**src/bsa_defines.svh**
```systemverilog
// Offsets, field positions, reset values and timing counts for the boot strap block.
`ifndef BSA_DEFINES_SVH
`define BSA_DEFINES_SVH

`define BSA_OFS_START_ADDR 32'h01C4_0008
`define BSA_OFS_BOOT_DONE 32'h01C4_000C
`define BSA_OFS_STRAP_CAP 32'h01C4_0014
`define BSA_OFS_PIN_MUX0 32'h01C4_0004

`define BSA_ROM_BOOT_ADDR 32'h0010_0000
`define BSA_CS2_BOOT_ADDR 32'h4200_0000
`define BSA_ADDR_IGNORE_MASK 32'hFFFF_FC00

`define BSA_PIN_W 12
`define BSA_PIN_BOOT_LSB 0
`define BSA_PIN_QUICK 4
`define BSA_PIN_PLL_LSB 5
`define BSA_PIN_PINOUT_LSB 8
`define BSA_PIN_ENDIAN 11

`define BSA_CAP_BOOT_LSB 0
`define BSA_CAP_PINOUT_LSB 8
`define BSA_CAP_PLL_LSB 12
`define BSA_CAP_QUICK 19
`define BSA_CAP_ENDIAN 20

`define BSA_DONE_BC 0
`define BSA_DONE_ERR_LSB 16
`define BSA_PINMUX_PINOUT_LSB 0

`define BSA_SYNC_STAGES 2
`define BSA_CAPTURE_EDGE 2'h2

`endif

```
**src/bsa_pkg.sv**
```systemverilog
// Types shared by the boot strap block.
package bsa_pkg;
    typedef enum logic [1:0] {
        BSA_ST_STRAP,
        BSA_ST_HOST_WAIT,
        BSA_ST_RUN
    } bsa_state_t;
endpackage

```
**src/bsa_strap_if.sv**
```systemverilog
// Latched strap values passed from the capture module to the boot controller.
`timescale 1ns/1ps
`default_nettype none
interface bsa_strap_if;
    logic       valid;
    logic [3:0] boot_select;
    logic       quick_boot_sel;
    logic [2:0] pll_mult_sel;
    logic [2:0] ext_mem_pinout_sel;
    logic       endian_sel;
    modport cap (output valid, boot_select, quick_boot_sel, pll_mult_sel,
                 output ext_mem_pinout_sel, endian_sel);
    modport ctrl (input valid, boot_select, quick_boot_sel, pll_mult_sel,
                  input ext_mem_pinout_sel, endian_sel);
endinterface
`default_nettype wire

```
**src/bsa_strap_capture.sv**
```systemverilog
// Synchronises the configuration pins and latches them once after reset release.
`timescale 1ns/1ps
`default_nettype none
`include "bsa_defines.svh"
module bsa_strap_capture (
    input wire logic i_clk,                          // Device clock.
    input wire logic i_resetn,                       // Global reset, active low.
    input wire logic [`BSA_PIN_W-1:0] i_cfg_pin,     // Configuration pin levels.
    bsa_strap_if.cap strap                           // Latched strap values.
);
    logic [`BSA_PIN_W-1:0] sync1_r;
    logic [`BSA_PIN_W-1:0] sync2_r;
    logic [1:0] edge_cnt_r;

    // The count covers the synchroniser so that no reset zero is latched.
    always_ff @(posedge i_clk or negedge i_resetn) begin
        if (!i_resetn) begin
            sync1_r <= '0;
            sync2_r <= '0;
        end else begin
            sync1_r <= i_cfg_pin;
            sync2_r <= sync1_r;
        end
    end

    always_ff @(posedge i_clk or negedge i_resetn) begin
        if (!i_resetn) begin
            edge_cnt_r <= 2'h0;
        end else if (edge_cnt_r != `BSA_CAPTURE_EDGE) begin
            edge_cnt_r <= edge_cnt_r + 2'h1;
        end
    end

    always_ff @(posedge i_clk or negedge i_resetn) begin
        if (!i_resetn) begin
            strap.valid <= 1'b0;
            strap.boot_select <= 4'h0;
            strap.quick_boot_sel <= 1'b0;
            strap.pll_mult_sel <= 3'h0;
            strap.ext_mem_pinout_sel <= 3'h0;
            strap.endian_sel <= 1'b0;
        end else if (!strap.valid && edge_cnt_r == `BSA_CAPTURE_EDGE) begin
            strap.valid <= 1'b1;
            strap.boot_select <= sync2_r[`BSA_PIN_BOOT_LSB +: 4];
            strap.quick_boot_sel <= sync2_r[`BSA_PIN_QUICK];
            strap.pll_mult_sel <= sync2_r[`BSA_PIN_PLL_LSB +: 3];
            strap.ext_mem_pinout_sel <= sync2_r[`BSA_PIN_PINOUT_LSB +: 3];
            strap.endian_sel <= sync2_r[`BSA_PIN_ENDIAN];
        end
    end

    chk_capture_held: assert property (@(posedge i_clk) disable iff (!i_resetn)
        strap.valid |=> strap.valid && $stable(strap.boot_select)
            && $stable(strap.ext_mem_pinout_sel))
        else $error("Strap values changed after capture.");
endmodule
`default_nettype wire

```
**src/bsa_boot_ctrl.sv**
```systemverilog
// Boot strap capture, start address register and host boot handshake.
//
// Notes on behaviour
// On CPU release the fetch address is the current start address register.
// Start address register is 32-bit read/write and reset by global reset.
// Reset default is boot ROM or chip select 2 space, chosen by boot mode.
// Low ten address bits are ignored by the CPU; writers keep them zero.
// Host boot defaults to boot ROM and releases the CPU at once.
// Host writes the start address first, then sets the boot done flag.
// Once boot done is seen, the CPU is redirected to the new start address.
// Boot, quick boot, multiplier, pinout and endian pins latch into a register.
// Configuration pins are straps only in reset, functional pins otherwise.
// Configuration pins stay high impedance until internal reset is removed.
// After release the pins go to GPIO or external memory per latched pinout.
// Latched pinout sets the reset default of the pin mux pinout field.
// External memory power defaults to software reset disabled for pinout zero.
// Latched endian strap selects little endian at one, big endian at zero.
// Straps latch on reset release and their captured fields are read only.
// The multiplier strap is ignored unless quick boot is selected.
// Boot done flag sits at bit zero, zero until the host sets it.
// Straps pass a synchroniser, are sampled once after release, then held.
`timescale 1ns/1ps
`default_nettype none
`include "bsa_defines.svh"
module bsa_boot_ctrl #(
    parameter logic [3:0] HOST_BOOT_MODE = 4'h1,     // Boot select code for host boot.
    parameter logic [3:0] CS2_BOOT_MODE = 4'h2       // Boot select code for chip select 2 boot.
) (
    input wire logic i_clk,                          // Device clock, 200 MHz.
    input wire logic i_resetn,                       // Global reset, active low, async.
    input wire logic i_reg_wr,                       // Register write strobe.
    input wire logic i_reg_rd,                       // Register read strobe.
    input wire logic [31:0] i_reg_addr,              // Register byte address.
    input wire logic [31:0] i_reg_wdata,             // Register write data.
    output logic [31:0] o_reg_rdata,                 // Register read data.
    output logic o_reg_rvalid,                       // Read data valid pulse.
    input wire logic [`BSA_PIN_W-1:0] i_cfg_pin,     // Configuration pin input levels.
    output logic [`BSA_PIN_W-1:0] o_cfg_pin_out,     // Configuration pin drive values.
    output logic [`BSA_PIN_W-1:0] o_cfg_pin_oe,      // Configuration pin enables.
    input wire logic [`BSA_PIN_W-1:0] i_gpio_out,    // GPIO drive values.
    input wire logic [`BSA_PIN_W-1:0] i_gpio_oe,     // GPIO drive enables.
    input wire logic [`BSA_PIN_W-1:0] i_emem_out,    // External memory drive values.
    input wire logic [`BSA_PIN_W-1:0] i_emem_oe,     // External memory drive enables.
    output logic o_cpu_release,                      // CPU out of reset.
    output logic o_cpu_redirect,                     // Pulse: jump to fetch address.
    output logic [31:0] o_cpu_fetch_addr,            // CPU fetch address.
    output logic [2:0] o_pin_mux_pinout,             // Pin mux pinout field.
    output logic o_emem_power_en,                    // External memory enabled.
    output logic o_little_endian,                    // Little endian selected.
    output logic o_quick_boot,                       // Quick boot selected.
    output logic [2:0] o_quick_pll_mult              // Quick boot PLL multiplier.
);
    bsa_strap_if strap ();
    bsa_pkg::bsa_state_t state_r;
    bsa_pkg::bsa_state_t state_nxt;
    logic [31:0] start_addr_r;
    logic host_boot_done_r;
    logic [3:0] boot_err_r;
    logic [2:0] pin_mux_pinout_r;
    logic emem_sel;
    logic wr_start;
    logic wr_done;
    logic wr_pinmux;
    logic [31:0] strap_word;

    function automatic logic [31:0] fetch_of(input logic [31:0] addr);
        fetch_of = addr & `BSA_ADDR_IGNORE_MASK;
    endfunction

    function automatic logic [31:0] default_addr(input logic [3:0] mode);
        default_addr = (mode == CS2_BOOT_MODE) ? `BSA_CS2_BOOT_ADDR : `BSA_ROM_BOOT_ADDR;
    endfunction

    bsa_strap_capture u_capture (
        .i_clk(i_clk),
        .i_resetn(i_resetn),
        .i_cfg_pin(i_cfg_pin),
        .strap(strap.cap)
    );

    // Writes before capture are dropped: for start address and pin mux the defaults would overwrite them anyway.
    assign wr_start = i_reg_wr && strap.valid && i_reg_addr == `BSA_OFS_START_ADDR;
    assign wr_done = i_reg_wr && strap.valid && i_reg_addr == `BSA_OFS_BOOT_DONE;
    assign wr_pinmux = i_reg_wr && strap.valid && i_reg_addr == `BSA_OFS_PIN_MUX0;
    assign emem_sel = strap.ext_mem_pinout_sel != 3'h0;

    always_comb begin
        strap_word = 32'h0000_0000;
        strap_word[`BSA_CAP_BOOT_LSB +: 4] = strap.boot_select;
        strap_word[`BSA_CAP_PINOUT_LSB +: 3] = strap.ext_mem_pinout_sel;
        strap_word[`BSA_CAP_PLL_LSB +: 3] = strap.pll_mult_sel;
        strap_word[`BSA_CAP_QUICK] = strap.quick_boot_sel;
        strap_word[`BSA_CAP_ENDIAN] = strap.endian_sel;
    end

    always_comb begin
        state_nxt = state_r;
        case (state_r)
            bsa_pkg::BSA_ST_STRAP: begin
                if (strap.valid) begin
                    if (strap.boot_select == HOST_BOOT_MODE) begin
                        state_nxt = bsa_pkg::BSA_ST_HOST_WAIT;
                    end else begin
                        state_nxt = bsa_pkg::BSA_ST_RUN;
                    end
                end
            end
            bsa_pkg::BSA_ST_HOST_WAIT: begin
                if (host_boot_done_r) begin
                    state_nxt = bsa_pkg::BSA_ST_RUN;
                end
            end
            bsa_pkg::BSA_ST_RUN: begin
                state_nxt = bsa_pkg::BSA_ST_RUN;
            end
            default: begin
                state_nxt = bsa_pkg::BSA_ST_STRAP;
            end
        endcase
    end

    always_ff @(posedge i_clk or negedge i_resetn) begin
        if (!i_resetn) begin
            state_r <= bsa_pkg::BSA_ST_STRAP;
        end else begin
            state_r <= state_nxt;
        end
    end

    // Start address: default loaded when the straps land, then software owned.
    always_ff @(posedge i_clk or negedge i_resetn) begin
        if (!i_resetn) begin
            start_addr_r <= 32'h0000_0000;
        end else if (state_r == bsa_pkg::BSA_ST_STRAP && strap.valid) begin
            start_addr_r <= default_addr(strap.boot_select);
        end else if (wr_start) begin
            start_addr_r <= i_reg_wdata;
        end
    end

    // Boot done register: both fields are written only by software.
    always_ff @(posedge i_clk or negedge i_resetn) begin
        if (!i_resetn) begin
            host_boot_done_r <= 1'b0;
            boot_err_r <= 4'h0;
        end else if (wr_done) begin
            host_boot_done_r <= i_reg_wdata[`BSA_DONE_BC];
            boot_err_r <= i_reg_wdata[`BSA_DONE_ERR_LSB +: 4];
        end
    end

    always_ff @(posedge i_clk or negedge i_resetn) begin
        if (!i_resetn) begin
            pin_mux_pinout_r <= 3'h0;
        end else if (state_r == bsa_pkg::BSA_ST_STRAP && strap.valid) begin
            pin_mux_pinout_r <= strap.ext_mem_pinout_sel;
        end else if (wr_pinmux) begin
            pin_mux_pinout_r <= i_reg_wdata[`BSA_PINMUX_PINOUT_LSB +: 3];
        end
    end

    // CPU control: release at capture, redirect once when the host is done.
    always_ff @(posedge i_clk or negedge i_resetn) begin
        if (!i_resetn) begin
            o_cpu_release <= 1'b0;
            o_cpu_redirect <= 1'b0;
            o_cpu_fetch_addr <= 32'h0000_0000;
        end else begin
            o_cpu_redirect <= 1'b0;
            if (state_r == bsa_pkg::BSA_ST_STRAP && strap.valid) begin
                o_cpu_release <= 1'b1;
                o_cpu_fetch_addr <= fetch_of(default_addr(strap.boot_select));
            end else if (state_r == bsa_pkg::BSA_ST_HOST_WAIT && host_boot_done_r) begin
                o_cpu_redirect <= 1'b1;
                o_cpu_fetch_addr <= fetch_of(start_addr_r);
            end
        end
    end

    // Pins float until capture; the latched strap, not the pin mux field, picks the owner.
    always_ff @(posedge i_clk or negedge i_resetn) begin
        if (!i_resetn) begin
            o_cfg_pin_out <= '0;
            o_cfg_pin_oe <= '0;
        end else if (!strap.valid) begin
            o_cfg_pin_out <= '0;
            o_cfg_pin_oe <= '0;
        end else begin
            o_cfg_pin_out <= emem_sel ? i_emem_out : i_gpio_out;
            o_cfg_pin_oe <= emem_sel ? i_emem_oe : i_gpio_oe;
        end
    end

    always_ff @(posedge i_clk or negedge i_resetn) begin
        if (!i_resetn) begin
            o_emem_power_en <= 1'b0;
            o_little_endian <= 1'b0;
            o_quick_boot <= 1'b0;
            o_quick_pll_mult <= 3'h0;
        end else begin
            o_emem_power_en <= strap.valid && emem_sel;
            o_little_endian <= strap.endian_sel;
            o_quick_boot <= strap.quick_boot_sel;
            o_quick_pll_mult <= strap.quick_boot_sel ? strap.pll_mult_sel : 3'h0;
        end
    end

    assign o_pin_mux_pinout = pin_mux_pinout_r;

    // Read port: one cycle latency, unmapped addresses read zero.
    always_ff @(posedge i_clk or negedge i_resetn) begin
        if (!i_resetn) begin
            o_reg_rdata <= 32'h0000_0000;
            o_reg_rvalid <= 1'b0;
        end else begin
            o_reg_rvalid <= i_reg_rd;
            if (i_reg_rd) begin
                case (i_reg_addr)
                    `BSA_OFS_START_ADDR: begin
                        o_reg_rdata <= start_addr_r;
                    end
                    `BSA_OFS_BOOT_DONE: begin
                        o_reg_rdata <= {12'h000, boot_err_r, 15'h0000, host_boot_done_r};
                    end
                    `BSA_OFS_STRAP_CAP: begin
                        o_reg_rdata <= strap_word;
                    end
                    `BSA_OFS_PIN_MUX0: begin
                        o_reg_rdata <= {29'h0000_0000, pin_mux_pinout_r};
                    end
                    default: begin
                        o_reg_rdata <= 32'h0000_0000;
                    end
                endcase
            end
        end
    end

    chk_pins_float: assert property (@(posedge i_clk) disable iff (!i_resetn)
        !strap.valid |=> o_cfg_pin_oe == '0)
        else $error("Configuration pin driven before strap capture.");

    chk_release_fetch: assert property (@(posedge i_clk) disable iff (!i_resetn)
        $rose(o_cpu_release) |-> o_cpu_fetch_addr == fetch_of(start_addr_r))
        else $error("CPU released with fetch address unlike start address.");

    chk_low_bits: assert property (@(posedge i_clk) disable iff (!i_resetn)
        o_cpu_fetch_addr[9:0] == 10'h000)
        else $error("Fetch address has low bits set.");

    chk_default_addr: assert property (@(posedge i_clk) disable iff (!i_resetn)
        $rose(o_cpu_release) |-> start_addr_r == default_addr(strap.boot_select))
        else $error("Start address default does not follow boot mode.");

    chk_host_release: assert property (@(posedge i_clk) disable iff (!i_resetn)
        $rose(strap.valid) && strap.boot_select == HOST_BOOT_MODE
            |=> o_cpu_release && start_addr_r == `BSA_ROM_BOOT_ADDR)
        else $error("Host boot not released at the boot ROM.");

    chk_redirect_addr: assert property (@(posedge i_clk) disable iff (!i_resetn)
        state_r == bsa_pkg::BSA_ST_HOST_WAIT && host_boot_done_r
            |=> o_cpu_redirect && o_cpu_fetch_addr == fetch_of($past(start_addr_r))
            ##1 !o_cpu_redirect)
        else $error("Redirect missing or at wrong address.");

    chk_pinout_default: assert property (@(posedge i_clk) disable iff (!i_resetn)
        $rose(strap.valid) |=> o_pin_mux_pinout == $past(strap.ext_mem_pinout_sel))
        else $error("Pin mux pinout default differs from strap.");

    chk_emem_power: assert property (@(posedge i_clk) disable iff (!i_resetn)
        strap.valid && $past(strap.valid) |-> o_emem_power_en == (strap.ext_mem_pinout_sel != 3'h0))
        else $error("External memory power state wrong for pinout.");

    chk_endian_map: assert property (@(posedge i_clk) disable iff (!i_resetn)
        strap.valid && $past(strap.valid) |-> o_little_endian == strap.endian_sel)
        else $error("Endian output does not follow strap.");

    chk_pll_ignored: assert property (@(posedge i_clk) disable iff (!i_resetn)
        !o_quick_boot |-> o_quick_pll_mult == 3'h0)
        else $error("Multiplier used without quick boot.");

    chk_strap_ro: assert property (@(posedge i_clk) disable iff (!i_resetn)
        i_reg_rd && i_reg_addr == `BSA_OFS_STRAP_CAP && strap.valid
            |=> o_reg_rvalid && o_reg_rdata == $past(strap_word))
        else $error("Strap register read back wrong.");

    // The pins are registered, so the owner is judged on the previous cycle's inputs.
    chk_owner_pins: assert property (@(posedge i_clk) disable iff (!i_resetn)
        $past(strap.valid) |->
            o_cfg_pin_oe == ($past(emem_sel) ? $past(i_emem_oe) : $past(i_gpio_oe))
            && o_cfg_pin_out == ($past(emem_sel) ? $past(i_emem_out) : $past(i_gpio_out)))
        else $error("Configuration pins not driven by the selected owner.");

    chk_redirect_host: assert property (@(posedge i_clk) disable iff (!i_resetn)
        o_cpu_redirect |-> strap.boot_select == HOST_BOOT_MODE
            && $past(state_r) == bsa_pkg::BSA_ST_HOST_WAIT)
        else $error("Redirect outside a host boot wait.");

    chk_start_write: assert property (@(posedge i_clk) disable iff (!i_resetn)
        wr_start && state_r != bsa_pkg::BSA_ST_STRAP |=> start_addr_r == $past(i_reg_wdata))
        else $error("Start address write lost.");

    chk_done_write: assert property (@(posedge i_clk) disable iff (!i_resetn)
        wr_done |=> host_boot_done_r == $past(i_reg_wdata[`BSA_DONE_BC]))
        else $error("Boot done flag does not follow the write.");

    chk_quick_copy: assert property (@(posedge i_clk) disable iff (!i_resetn)
        $past(strap.valid) |-> o_quick_boot == strap.quick_boot_sel
            && (!strap.quick_boot_sel || o_quick_pll_mult == strap.pll_mult_sel))
        else $error("Quick boot multiplier not taken from the strap.");
endmodule
`default_nettype wire

```
**config.mk**
```make
export PLATFORM = sky130hd
export DESIGN_NAME = bsa_boot_ctrl
export DESIGN_NICKNAME = d
export VERILOG_FILES = /design/src/bsa_pkg.sv /design/src/bsa_strap_if.sv /design/src/bsa_strap_capture.sv /design/src/bsa_boot_ctrl.sv
export VERILOG_INCLUDE_DIRS = /design/src /design/src/src
export SDC_FILE = /design/constraint.sdc
export NUM_CORES = 1
export LEC_CHECK = 0
export BUFFER_PORTS_ARGS = -buffer_cell sky130_fd_sc_hd__clkbuf_2
export CORE_ASPECT_RATIO = 0.75
export CORE_MARGIN = 5
export CORE_UTILIZATION = 40
export DETAILED_ROUTE_END_ITERATION = 10
export GPL_TIMING_DRIVEN = 0
export PLACE_DENSITY = 0.64
export SKIP_CTS_REPAIR_TIMING = 1
export SLEW_MARGIN = 20
export SYNTH_ARGS = -nofsm -noshare
export SYNTH_HDL_FRONTEND = slang
export SYNTH_SLANG_ARGS = --single-unit
```
**constraint.sdc**
```tcl
create_clock -name i_clk -period 2.2 [get_ports i_clk]
set_input_delay 0.22 -clock i_clk [delete_from_list [all_inputs] [get_ports i_clk]]
set_output_delay 0.22 -clock i_clk [all_outputs]
set_load 0.02 [all_outputs]
```
==> results.toml <==
[clock_tree]
htreeDepth = 4
cts_tree = "built"
cts_buffers = 17
cts.sinks = 168
path_clk_slew_ns = 0.06
clk_latency_ns = 0.42
cts_max_path_buffers = 2
cts-root-buf = "clkbuf_16"

[synth]
yosysTopAreaCell = "dfrtp_1"
synth-adder-area-share = 0.007553
ys_top_cells_by_area = "dfrtp_1 (63%), a22o_1 (5.9%), nand2_1 (5.6%)"
synth-compound-area-share = 0.1499
async_flop_share = 1.000
synth.top_cell.area_share = 0.6344
muxShareOfSynthArea = 0.04400
synth_top_family_by_area = "compound AO/OA/AOI/OAI gates"
synth_cell_type_count = 49
yosys_warnings = 0
syn_inst = 539
netlist_area_um2 = 6626
synth_area_per_cell_um2 = 12.29
ys_seq_elements = 168
synthFlopType = "dfrtp_1"
synth_xor_area_frac = 0.001322
synth_edf_count = 0
yosys.area_share.simple = 0.1267
ys_seq_area_frac = 0.6344

[min_path]
hold_depth = 2
min_path_type = "primary input to register"
worstHoldStart = "i_reg_wdata[26]"
whs_endpoint = "start_addr_r[26]"

[layout]
finish.utilization = 0.5464
drive_gt1_frac = 0.3663
antenna_cells = 0
nets = 929
area_delta_synth_final_pct = 32.87
stdcell_count = 1018

[sta]
worst_pin_slew_ns = 1.005
setup_viol = 0
slew_viol_final = 0
timing.fmax_mhz = 478.7
finalSetupTns_ns = 0
whs_ns = 0.02240
hold_viol = 0
rsz0062_at_grt = "no"
fin_crit_sh = 0.9495
skew_ns = 0.005348
slew_headroom = 0.3289
fin_crit_ns = 2.089

[critical_path]
endpoint_kind = "register"
arrival_ns = 2.44
path_cells = "inv_1 -> ha_1 -> clkbuf_1 -> nor4_4 -> buf_6 -> a22o_1"
slowest_stage = "nor4_4"
rr_startpoint = "state_r[0]"
reg2reg_depth = 6
worst-setup-path-type = "register to register"
cpPeakStageDelay_ns = 0.78
crit_family = "simple AND/OR/NAND/NOR gates"
rrSetupSlack_ns = 0.11
critPathMaxFanout = 10
worst-path-buf-inv = 3
startpoint_type = "register"
required_ns = 2.55
r2r_end = "start_addr_r[15]"

[detailed_routing]
first_pass_iters = 7
wl_um = 18810
via_count = 5229
remaining_drc_errors = 0
post_drt_wl_per_cell_um = 18.48
vias_per_cell = 5.137
ant_nets = 0
dr.first_iter.drc_count = 246

[pwr]
p_comb_frac = 0.117
p_seq_frac = 0.455
sw_frac_of_total = 0.2505
powerDensity_nw_per_um2 = 832.3
power.leakage_nw = 4.408
peakVddDrop_mv = 0.6441
power_w = 0.007328
p_int_w = 0.005492
power_frac_clock = 0.429
switching_power_w = 0.001836

[place]
dpl.cell_count = 975
detailed_place_hpwl_um = 14060
gp_congestion = 0.8595
port_buffers = 216

[floorplanning]
ioPinCount = 228
die_x_um = 158.6
design.core.area_um2 = 16120
dieArea_um2 = 19270
fp.dieH_um = 121.5
placementRows = 40
start_util = 0.4112

[global_routing]
grt_pass1_wl_um = 28730
grt_overflow = 0
grtUsageTotal = 0.1943
grt_pass1_vias = 5476
grt_start_max_net_pins = 86
antenna_found_initial = 0

[run_status]
status = "finished, final reports clean"

[run]
drv_cap = 0
cell type report:
cell class | instances | area, um2
Timing Repair Buffer | 231 | 1257
Clock buffer | 19 | 452.9
Multi-Input combinational cell | 334 | 2223
Fill cell | 1398 | 7311
Tap cell | 210 | 262.8
Sequential cell | 168 | 4204
Inverter | 6 | 22.52
Buffer | 39 | 212.7
Clock inverter | 11 | 168.9
layer usage:
metal	wire, um	part of all wire	track usage	up-vias
li1	-	-	-	2402
met3	1734	0.092	0.06560	26
met1	7916	0.42	0.2573	2602
met4	372	0.020	0.05061	0
met5	0	0	0	-
met2	8786	0.47	0.3072	199
Yosys cell counts, types with 4 or more instances:
cell type	instances
nand2b_1	5
o21ai_0	7
dfrtp_1	168
a21boi_0	24
mux2i_1	10
nand2_1	99
clkbuf_1	23
ha_1	4
inv_1	5
and2_1	6
mux2_2	17
nor2_1	11
nor2b_1	10
a221o_1	8
a21oi_1	29
a22o_1	45
buf_4	10
o2bb2ai_1	8
power groups by stage:
stage          clock [W]  sequential [W]  combinational (W)
3_5_place_dp           0         0.00339           0.000836
2_1_floorplan          0         0.00347           0.000309
3_3_place_gp           0         0.00338           0.000804
6_report         0.00314         0.00333           0.000855
5_1_grt          0.00333         0.00335           0.000939
4_1_cts          0.00320         0.00333           0.000837
how the worst max path moves through the flow:
stage	from	to	slack [ns]	cells past startpoint
4_1_cts	state_r[1]	start_addr_r[11]	-0.26	8
5_1_grt	state_r[1]	start_addr_r[11]	0.03	6
3_3_place_gp	i_resetn	o_reg_rdata[23]	-1.96	1
6_report	state_r[0]	start_addr_r[15]	0.11	6
3_5_place_dp	i_reg_addr[13]	start_addr_r[11]	-0.25	8
2_1_floorplan	state_r[0]	start_addr_r[21]	0.32	8
stage by stage:
step / area (um2) / setup slack, ns
floorplan: 6660 / 0.3241
global route: 8805 / 0.02883
finish: 8805 / 0.1112
CTS: 8662 / -0.2551
global placement: 8004 / -1.961
detailed placement: 8040 / -0.2467
logic make-up after synthesis:
| logic type | count (synthesis) |
|---|---|
| AOI/OAI and AO/OA | 133 |
| xor gates and xnor gates | 1 |
| adders and majority gates | 4 |
| buffers and inverters | 46 |
| DFF | 168 |
| muxes | 27 |
| other | 1 |
| and+or+nand+nor | 159 |
state kept, by name, indices dropped and copies added, names as in the netlist, 4 cells and up:
name                         cells
o_reg_rdata                     32
start_addr_r                    32
o_cpu_fetch_addr                22
o_cfg_pin_oe                    12
o_cfg_pin_out                   12
u_capture.sync1_r               12
u_capture.sync2_r               12
boot_err_r                       4
u_capture.strap.boot_select      4
layout by cell type (no fill, tap or decap), types with 8 or more instances in the layout:
master         instances
nor2b_1               10
mux2_2                17
a21boi_0              24
dlygate4sd3_1         14
conb_1                10
mux2i_1               10
nor2_1                11
clkbuf_2             218
buf_4                 10
a221o_1                8
nand2_1               99
dfrtp_1              168
a22o_1                45
o2bb2ai_1              8
a21oi_1               29
clkbuf_16             17
clkbuf_1              19
(Power assumes the default switching activity.)
